## src/rcf_consts.svh

```systemverilog
// Purpose: Offsets, field positions, reset values and cause patterns
// Assumes: Included by the reset cause package and design
// Notes: Cause patterns are {power_on, stop, watchdog, external}
`ifndef RCF_CONSTS_SVH
`define RCF_CONSTS_SVH
`define RCF_ADDR_W 8
`define RCF_OFS_STATUS 8'h00
`define RCF_OFS_EVENTS 8'h04
`define RCF_OFS_MASK 8'h08
`define RCF_CAUSE_LSB 4
`define RCF_CAUSE_MSB 7
`define RCF_EXT_BIT 0
`define RCF_NUM_EV 7
`define RCF_PAT_POR 4'h8
`define RCF_PAT_EXT 4'h1
`define RCF_PAT_WDT 4'h2
`define RCF_PAT_GPIO_STOP 4'h4
`define RCF_PAT_WDT_STOP 4'h6
`define RCF_PAT_NONE 4'h0
`define RCF_RESV_ZERO 4'h0
`define RCF_RST_EVENTS 7'h00
`define RCF_RST_MASK 7'h00
`define RCF_RESP_OKAY 2'h0
`define RCF_RESP_SLVERR 2'h2
`define RCF_WORD_PAD 24'h000000
`define RCF_MASK_PAD 25'h0000000
`endif

```

## src/rcf_pkg.sv

```systemverilog
// Purpose: Types shared by the reset cause flag logic
// Assumes: rcf_consts.svh supplies the widths
// Notes: Event struct order fixes the event status bit order
`include "rcf_consts.svh"
package rcf_pkg;
  typedef struct packed {
    logic wdt_stop;
    logic gpio_stop;
    logic debug_pin_stop;
    logic debug_cmd;
    logic wdt_run;
    logic ext_pin;
    logic power_on;
  } rcf_event_type;

  typedef struct packed {
    logic [3:0] cause;
    logic [`RCF_NUM_EV-1:0] events;
    logic [`RCF_NUM_EV-1:0] mask;
    logic aw_held;
    logic [`RCF_ADDR_W-1:0] aw_addr;
    logic w_held;
    logic [7:0] w_data;
    logic w_lane0;
    logic bvalid;
    logic [1:0] bresp;
    logic rvalid;
    logic [31:0] rdata;
    logic [1:0] rresp;
  } rcf_state_type;
endpackage : rcf_pkg

```

## src/rcf_reset_cause.sv

```systemverilog
// Purpose: Reset cause flags with AXI4-Lite register access and interrupt
// Assumes: Event inputs are one-cycle pulses synchronous to SYS_CLK
// Notes: Status at 0x00 holds cause flags in bits 7:4; a read clears EXTERNAL_RESET_FLAG
`include "rcf_consts.svh"
module rcf_reset_cause
  import rcf_pkg::*;
(
  input wire logic SYS_CLK,
  input wire logic RESET_N,
  input wire rcf_event_type EVENTS,
  input wire logic [`RCF_ADDR_W-1:0] S_AXI_AWADDR,
  input wire logic S_AXI_AWVALID,
  output logic S_AXI_AWREADY,
  input wire logic [31:0] S_AXI_WDATA,
  input wire logic [3:0] S_AXI_WSTRB,
  input wire logic S_AXI_WVALID,
  output logic S_AXI_WREADY,
  output logic [1:0] S_AXI_BRESP,
  output logic S_AXI_BVALID,
  input wire logic S_AXI_BREADY,
  input wire logic [`RCF_ADDR_W-1:0] S_AXI_ARADDR,
  input wire logic S_AXI_ARVALID,
  output logic S_AXI_ARREADY,
  output logic [31:0] S_AXI_RDATA,
  output logic [1:0] S_AXI_RRESP,
  output logic S_AXI_RVALID,
  input wire logic S_AXI_RREADY,
  output logic IRQ
);

  // Highest priority event wins when several arrive together
  function automatic logic [3:0] cause_pattern(input rcf_event_type ev);
    logic [3:0] pat;
    pat = `RCF_PAT_NONE;
    if (ev.power_on || ev.debug_cmd || ev.debug_pin_stop) begin
      pat = `RCF_PAT_POR;
    end else if (ev.ext_pin) begin
      pat = `RCF_PAT_EXT;
    end else if (ev.wdt_run) begin
      pat = `RCF_PAT_WDT;
    end else if (ev.wdt_stop) begin
      pat = `RCF_PAT_WDT_STOP;
    end else if (ev.gpio_stop) begin
      pat = `RCF_PAT_GPIO_STOP;
    end
    return pat;
  endfunction : cause_pattern

  // True for the three decoded register offsets
  function automatic logic addr_mapped(input logic [`RCF_ADDR_W-1:0] a);
    logic hit;
    hit = (a == `RCF_OFS_STATUS) || (a == `RCF_OFS_EVENTS) || (a == `RCF_OFS_MASK);
    return hit;
  endfunction : addr_mapped

  rcf_state_type st;
  rcf_state_type next_st;
  logic any_event;
  logic ar_take;
  logic aw_take;
  logic w_take;
  logic wr_go;
  logic [`RCF_ADDR_W-1:0] wr_addr;
  logic [7:0] wr_data;
  logic wr_lane0;
  logic status_read;

  assign any_event = |EVENTS;
  assign S_AXI_ARREADY = !st.rvalid;
  assign S_AXI_AWREADY = !st.aw_held && !st.bvalid;
  assign S_AXI_WREADY = !st.w_held && !st.bvalid;
  assign ar_take = S_AXI_ARVALID && S_AXI_ARREADY;
  assign aw_take = S_AXI_AWVALID && S_AXI_AWREADY;
  assign w_take = S_AXI_WVALID && S_AXI_WREADY;
  assign wr_go = (st.aw_held || aw_take) && (st.w_held || w_take) && !st.bvalid;
  assign wr_addr = st.aw_held ? st.aw_addr : S_AXI_AWADDR;
  assign wr_data = st.w_held ? st.w_data : S_AXI_WDATA[7:0];
  assign wr_lane0 = st.w_held ? st.w_lane0 : S_AXI_WSTRB[0];
  assign status_read = ar_take && (S_AXI_ARADDR == `RCF_OFS_STATUS);

  assign S_AXI_BVALID = st.bvalid;
  assign S_AXI_BRESP = st.bresp;
  assign S_AXI_RVALID = st.rvalid;
  assign S_AXI_RDATA = st.rdata;
  assign S_AXI_RRESP = st.rresp;
  assign IRQ = |(st.events & st.mask);

  always_comb begin
    next_st = st;
    // Write channel capture, either order
    if (aw_take && !wr_go) begin
      next_st.aw_held = 1'b1;
      next_st.aw_addr = S_AXI_AWADDR;
    end
    if (w_take && !wr_go) begin
      next_st.w_held = 1'b1;
      next_st.w_data = S_AXI_WDATA[7:0];
      next_st.w_lane0 = S_AXI_WSTRB[0];
    end
    if (st.bvalid && S_AXI_BREADY) begin
      next_st.bvalid = 1'b0;
    end
    if (st.rvalid && S_AXI_RREADY) begin
      next_st.rvalid = 1'b0;
    end
    if (wr_go) begin
      next_st.aw_held = 1'b0;
      next_st.w_held = 1'b0;
      next_st.bvalid = 1'b1;
      next_st.bresp = `RCF_RESP_OKAY;
      unique case (wr_addr)
        `RCF_OFS_STATUS: begin
        end
        `RCF_OFS_EVENTS: begin
          if (wr_lane0) begin
            next_st.events = st.events & ~wr_data[`RCF_NUM_EV-1:0];
          end
        end
        `RCF_OFS_MASK: begin
          if (wr_lane0) begin
            next_st.mask = wr_data[`RCF_NUM_EV-1:0];
          end
        end
        default: begin
          next_st.bresp = `RCF_RESP_SLVERR;
        end
      endcase
    end
    if (ar_take) begin
      next_st.rvalid = 1'b1;
      next_st.rresp = `RCF_RESP_OKAY;
      unique case (S_AXI_ARADDR)
        `RCF_OFS_STATUS: begin
          next_st.rdata = {`RCF_WORD_PAD, st.cause, `RCF_RESV_ZERO};
        end
        `RCF_OFS_EVENTS: begin
          next_st.rdata = {`RCF_MASK_PAD, st.events};
        end
        `RCF_OFS_MASK: begin
          next_st.rdata = {`RCF_MASK_PAD, st.mask};
        end
        default: begin
          next_st.rdata = {`RCF_WORD_PAD, 8'h00};
          next_st.rresp = `RCF_RESP_SLVERR;
        end
      endcase
    end
    if (status_read) begin
      next_st.cause[`RCF_EXT_BIT] = 1'b0;
    end
    // New event overwrites all flags and beats a clear in the same cycle
    if (any_event) begin
      next_st.cause = cause_pattern(EVENTS);
    end
    next_st.events = next_st.events | EVENTS;
  end

  always_ff @(posedge SYS_CLK or negedge RESET_N) begin
    if (!RESET_N) begin
      st <= '0;
      st.cause <= `RCF_PAT_POR;
      st.events <= `RCF_RST_EVENTS;
      st.mask <= `RCF_RST_MASK;
    end else begin
      st <= next_st;
    end
  end
endmodule : rcf_reset_cause

```

## config.mk

```make
export PLATFORM = sky130hd
export DESIGN_NAME = rcf_reset_cause
export DESIGN_NICKNAME = d
export VERILOG_FILES = /design/src/rcf_pkg.sv /design/src/rcf_reset_cause.sv
export VERILOG_INCLUDE_DIRS = /design/src
export SDC_FILE = /design/constraint.sdc
export NUM_CORES = 1
export LEC_CHECK = 0
export BUFFER_PORTS_ARGS = -buffer_cell sky130_fd_sc_hd__buf_2
export CAP_MARGIN = 10
export CORE_MARGIN = 2
export CORE_UTILIZATION = 45
export CTS_CLUSTER_SIZE = 12
export DETAILED_ROUTE_END_ITERATION = 6
export HOLD_SLACK_MARGIN = 0.1
export PLACE_DENSITY = 0.72
export SLEW_MARGIN = 20
export SYNTH_ARGS = -nofsm -noshare
export SYNTH_HDL_FRONTEND = slang
export SYNTH_SLANG_ARGS = --single-unit
```

## constraint.sdc

```tcl
create_clock -name SYS_CLK -period 3.1 [get_ports SYS_CLK]
set_input_delay 0.155 -clock SYS_CLK [delete_from_list [all_inputs] [get_ports SYS_CLK]]
set_output_delay 0.155 -clock SYS_CLK [all_outputs]
set_load 0.01 [all_outputs]
```

# After elaboration in Yosys (flattened, before gate mapping)
# Cells that the tools add are included.
dict set report classes {
  div_mod_pow 0
  reduce_logical 33
  mul 0
  mux 25
  add_sub_neg 0
  magnitude_cmp 0
  bitwise_logic 4
  shift 0
  n_eq_ne 4
}
# operator count
set op_table {}
lappend op_table {{35-bit 2-to-1 mux} 1}
lappend op_table {{7-bit 2-to-1 mux} 5}
lappend op_table {{8-bit one-hot mux with 3 select lines} 1}
lappend op_table {{8-bit by 3-bit == test with 1-bit output, second input constant} 2}
lappend op_table {{8-bit by 4-bit == test with 1-bit output, second input constant} 2}
lappend op_table {{8-bit logical NOT} 2}
lappend op_table {{15-bit 2-to-1 mux} 1}
lappend op_table {{3-bit 2-to-1 mux} 5}
lappend op_table {{7-bit bitwise AND} 2}
lappend op_table {{7-bit OR reduction} 2}
lappend op_table {{1-bit logical AND} 12}
lappend op_table {{10-bit 2-to-1 mux} 1}
lappend op_table {{2-bit nonzero test} 5}
lappend op_table {{9-bit 2-to-1 mux} 1}
lappend op_table {{8-bit 2-to-1 mux} 1}
lappend op_table {{7-bit inverter} 1}
lappend op_table {{7-bit OR} 1}
lappend op_table {{1-bit 2-to-1 mux} 6}
lappend op_table {{3-bit OR reduction} 2}
lappend op_table {{1-bit logical NOT} 5}
lappend op_table {{1-bit logical OR} 4}
lappend op_table {{2-bit 2-to-1 mux} 2}
lappend op_table {{4-bit 2-to-1 mux} 1}
lappend op_table {{3-bit AND reduction} 1}
dict set report word_totals {
  mem_count 0
  out_inout_bits 42
  in_bits 66
  reg_bits 75
  latch_bits 0
  romBits 0
  ramBits 0
}

# Longest topological paths before layout
dict set report depth {
  depth_word 11
  mapped_depth 6
}

# Worst setup path after synthesis
# No wires, ideal clock.
dict set report synth_path {
  path_kind {register to register}
  from {reg st[56] (netlist bit)}
  to {reg st[48] (netlist bit)}
  path_slack_ps 1323
  path_stages_with_launch 6
  n_path_buf 1
  arrival_time_ps 1652
  synth_period_minus_slack_ps 1777
  cell_sequence {dfrtp_1 > clkbuf_1 > nor2_1 > nand2_1 > nor2_1 > mux2_2}
}
dict set report synth_between {
  elab_chain_len 8
}
# element line_no
set synth_lines {}
lappend synth_lines {{start, declared} rcf_reset_cause.sv:56} ;# rcf_state_type st;
lappend synth_lines {{start signal, assigned} rcf_reset_cause.sv:165} ;# st <= next_st;
lappend synth_lines {{1-bit logical NOT (*)} rcf_reset_cause.sv:70} ;# assign S_AXI_AWREADY = !st.aw_held && !st.bvalid;
lappend synth_lines {{1-bit logical AND (*)} rcf_reset_cause.sv:70}
lappend synth_lines {{named net S_AXI_AWREADY} rcf_reset_cause.sv:13} ;# output logic S_AXI_AWREADY,
lappend synth_lines {{1-bit logical AND (*)} rcf_reset_cause.sv:73} ;# assign aw_take = S_AXI_AWVALID && S_AXI_AWREADY;
lappend synth_lines {{1-bit logical OR} rcf_reset_cause.sv:75} ;# assign wr_go = (st.aw_held || aw_take) && (st.w_held || w_take) && !st.bvalid;
lappend synth_lines {{1-bit logical AND (2 in series)} rcf_reset_cause.sv:75}
lappend synth_lines {{1-bit logical NOT} rcf_reset_cause.sv:91} ;# if (aw_take && !wr_go) begin
lappend synth_lines {{1-bit logical AND (*)} rcf_reset_cause.sv:91}
# Mark *: on every way through the listed nets, which the timed path passes. The rest lies on a longest branch.
# A chain may end at the register's enable or synchronous reset.

# Worst setup path in the final report
dict set report layout_path {
  from {in S_AXI_AWADDR[4]}
  to {reg st[59] (netlist bit)}
}
dict set report layout_between {
  elab_chain_len 3
}
# element line_no
set layout_lines {}
lappend layout_lines {{start, declared} rcf_reset_cause.sv:11} ;# input wire logic [`RCF_ADDR_W-1:0] S_AXI_AWADDR,
lappend layout_lines {{8-bit 2-to-1 mux} rcf_reset_cause.sv:76} ;# assign wr_addr = st.aw_held ? st.aw_addr : S_AXI_AWADDR;
lappend layout_lines {{8-bit by 4-bit == test with 1-bit output} rcf_reset_cause.sv:111} ;# unique case (wr_addr)
lappend layout_lines {{3-bit AND reduction (no source line)} -}
# Every way passes these cells.

==> out/metrics.yaml <==
status: "complete, no violations"
synthCells: 219
rsz0062_at_grt: "no"
final_common_cell: "buf_2"
netSwitchingFraction_pct: 31.46
min_from: "S_AXI_AWADDR[5]"
period_share_pct: 72.30
cp-end-kind: "flip-flop"
cap_violations: 0
viasPerCell: 5.045
cts_tree: "done"
max_freq_mhz: 446.2
hpwl_um: 3350
wl_um: 4702
gr-usage-all-layers_pct: 16.56
arrival_ns: 2.42
root_buffer: "clkbuf_8"
worstPathRequired_ns: 3.28
cp_max_fo: 9
area_growth_pct: 18.40
io_pins: 108
final_cell_mix: "52 x buf_2, 47 x dfrtp_1, 29 x mux2_2, 26 x conb_1, 19 x dlygate4sd3_1"
dp_cells: 327
io_buffers: 53
vias: 1786
drive_gt1_share_pct: 34.04
start_util_pct: 46.01
ys_seq_area_share_pct: 48.05
grt_start_max_net_pins: 49
critPathKind: "in2reg"
row_count: 27
p_per_area_nw_per_um2: 637.4
finalNonFillerCells: 354
seqPwrFrac_pct: 47.2
rr_startpoint: "st[56]"
register_area_um2: 1202
antenna_found_initial: 0
cts_resized: 0
hold_viol_final: 0
die_area_um2: 6173
cts_buffers: 5
grt_pass1_wl_um: 8197
r2r_slack_ns: 0.92
synth-seq-cells: 48
place_congestion: 0.7306
avgSynthCellArea_um2: 11.43
slew_headroom_pct: 41.45
p_sw_mw: 0.5941
drc: 0
cts_buffer_depth: 2
p_comb_share_pct: 29.3
diodes: 0
crit_slowest_cell: "dlygate4sd3_1"
total_leakage_power_nw: 1.344
clock_latency_ns: 0.29
htree_levels: 2
core-area_um2: 5439
holdCritPathClass: "in2reg"
drv_slew: 0
clock_sinks: 48
fp.dieW_um: 78.57
p_clk_share_pct: 23.5
drt_iter0_markers: 81
worst_slew_pin_slew_ns: 0.8755
setup_violations: 0
overflow: 0
synth_cell_types: 42
path_cells: "dlygate4sd3_1, buf_2, or4_4, nor4_4, o211ai_4, mux2_2"
cts_setup_buffers: 0
worst_ir_drop_vdd_uv: 478.3
min_path_cells: 2
worstRegToRegCells: 4
die_y_um: 78.57
syn_area_um2: 2502
cts_hold_buf: 17
rr_endpoint: "st[48]"
drt_pass1_iterations: 4
max_stage_delay_ns: 0.54
p_int_mw: 1.294
ant_nets: 0
path_clk_slew_ns: 0.08
nFillCells: 483
grt_pass1_vias: 1801
fin_skew_ns: 0.008720
finalNetCount: 347
synth.yosys.warnings: 0
multi_input_area_um2: 1075
wire_per_inst_um: 13.28
whs_endpoint: "st[53]"
startpoint_type: "primary input"
fin_tns_setup_ns: 0
fin_crit_ns: 2.241
==> cell type report <==
class                      count  share of cell area, %
clock buffer                   5                  2.323
clock inverter                 3                  1.436
inverter                       7                 0.8868
multi-input combinational    147                  36.28
sequential                    48                  40.58
tap                           72                  3.041
timing repair buffer          72                  15.46
==> metrics by stage <==
step	setup slack (ns)	hold slack (ns)	instance area [um2]	utilization [%]	total power, mW
global route	0.7385	0.1047	2963	54.47	2.023
floorplan	1.323	-0.1406	2596	-	1.301
global placement	0.9738	0.3444	2659	48.88	1.420
detailed placement	0.9404	0.3425	2659	48.88	1.440
CTS	0.8942	0.1010	2940	54.06	1.905
finish	0.8587	0.1118	2963	54.47	1.888
==> worst max-delay path, delay by kind of cell <==
family / cells / cell delay, ns
simple gates: 2 / 1.05
buf+inv: 2 / 0.67
mux: 1 / 0.32
compound gates: 1 / 0.22
==> cell usage after synthesis <==
library cell | instances | area (um2)
conb_1 | 1 | 3.750
a211oi_1 | 2 | 15.01
o41ai_1 | 1 | 8.760
inv_1 | 7 | 26.28
nor3b_2 | 1 | 12.51
mux2i_1 | 3 | 30.03
o21bai_1 | 1 | 7.510
and3_1 | 1 | 6.260
o21a_1 | 2 | 15.01
dfstp_2 | 1 | 26.28
dfrtp_1 | 47 | 1176
a22o_1 | 1 | 8.760
or3_1 | 1 | 6.260
a21o_1 | 8 | 60.06
nor4b_1 | 1 | 8.760
o31ai_1 | 5 | 37.54
nor2_1 | 10 | 37.54
nor2b_1 | 3 | 18.77
clkbuf_1 | 4 | 15.01
o211ai_1 | 1 | 7.510
a222oi_1 | 1 | 10.01
a32o_1 | 1 | 10.01
a31oi_1 | 1 | 6.260
o211ai_4 | 1 | 21.27
a22oi_1 | 8 | 60.06
and3b_1 | 1 | 8.760
o2111ai_1 | 7 | 61.31
nor3_2 | 1 | 10.01
buf_4 | 36 | 270.3
nor4_4 | 1 | 21.27
nand3_1 | 1 | 5.000
o32ai_1 | 1 | 8.760
o22ai_1 | 1 | 6.260
buf_1 | 2 | 7.510
a21oi_1 | 4 | 20.02
nor3_1 | 4 | 20.02
o21ai_0 | 1 | 5.000
nor4_1 | 5 | 31.28
mux2_2 | 29 | 326.6
a221o_1 | 2 | 20.02
nand2_1 | 9 | 33.78
or4_4 | 1 | 11.26
==> metal layers <==
layer  up-vias  share of wire [%]  global-route usage (%)
met5         -                  0                       0
met3         4                7.1                   4.368
met2        71                 47                   25.30
li1        868                  -                       -
met4         0               0.72                   4.737
met1       843                 45                   23.26
==> sequential cells by signal, summed over array words and instances, names as in the netlist <==
| signal | count |
|---|---|
| S_AXI_RRESP | 1 |
| S_AXI_RDATA | 8 |
| st | 36 |
| S_AXI_RVALID | 1 |
| S_AXI_BRESP | 1 |
| S_AXI_BVALID | 1 |
==> how the worst max path moves through the flow <==
| stage | from | endpoint | slack, ns | depth (start not counted) |
|---|---|---|---|---|
| final | S_AXI_AWADDR[4] | st[59] | 0.86 | 6 |
| after floorplan | st[56] | st[48] | 1.32 | 5 |
| after global placement | st[56] | st[49] | 0.97 | 4 |
| after global routing | st[56] | st[48] | 0.74 | 4 |
| after detailed placement | st[56] | st[40] | 0.94 | 4 |
| after CTS | st[56] | st[48] | 0.89 | 4 |
==> power by group through the flow <==
| stage | combinational [mW] | sequential (mW) | clock (mW) |
|---|---|---|---|
| 6_report | 0.553 | 0.892 | 0.444 |
| 2_1_floorplan | 0.451 | 0.849 | 0 |
| 5_1_grt | 0.620 | 0.915 | 0.489 |
| 3_3_place_gp | 0.523 | 0.897 | 0 |
| 4_1_cts | 0.556 | 0.892 | 0.457 |
| 3_5_place_dp | 0.536 | 0.904 | 0 |
==> logic make-up (layout without fill, tap and decap cells) <==
| logic type | Yosys count | in the layout | synth area share [%] |
|---|---|---|---|
| other cells | 1 | 26 | 0.1499 |
| mux | 32 | 32 | 14.25 |
| compound gates | 49 | 49 | 15.55 |
| buf+inv | 49 | 87 | 12.75 |
| simple gates | 40 | 40 | 9.250 |
| flops | 48 | 48 | 48.05 |
Note: power is estimated with default switching activity, not from simulation.
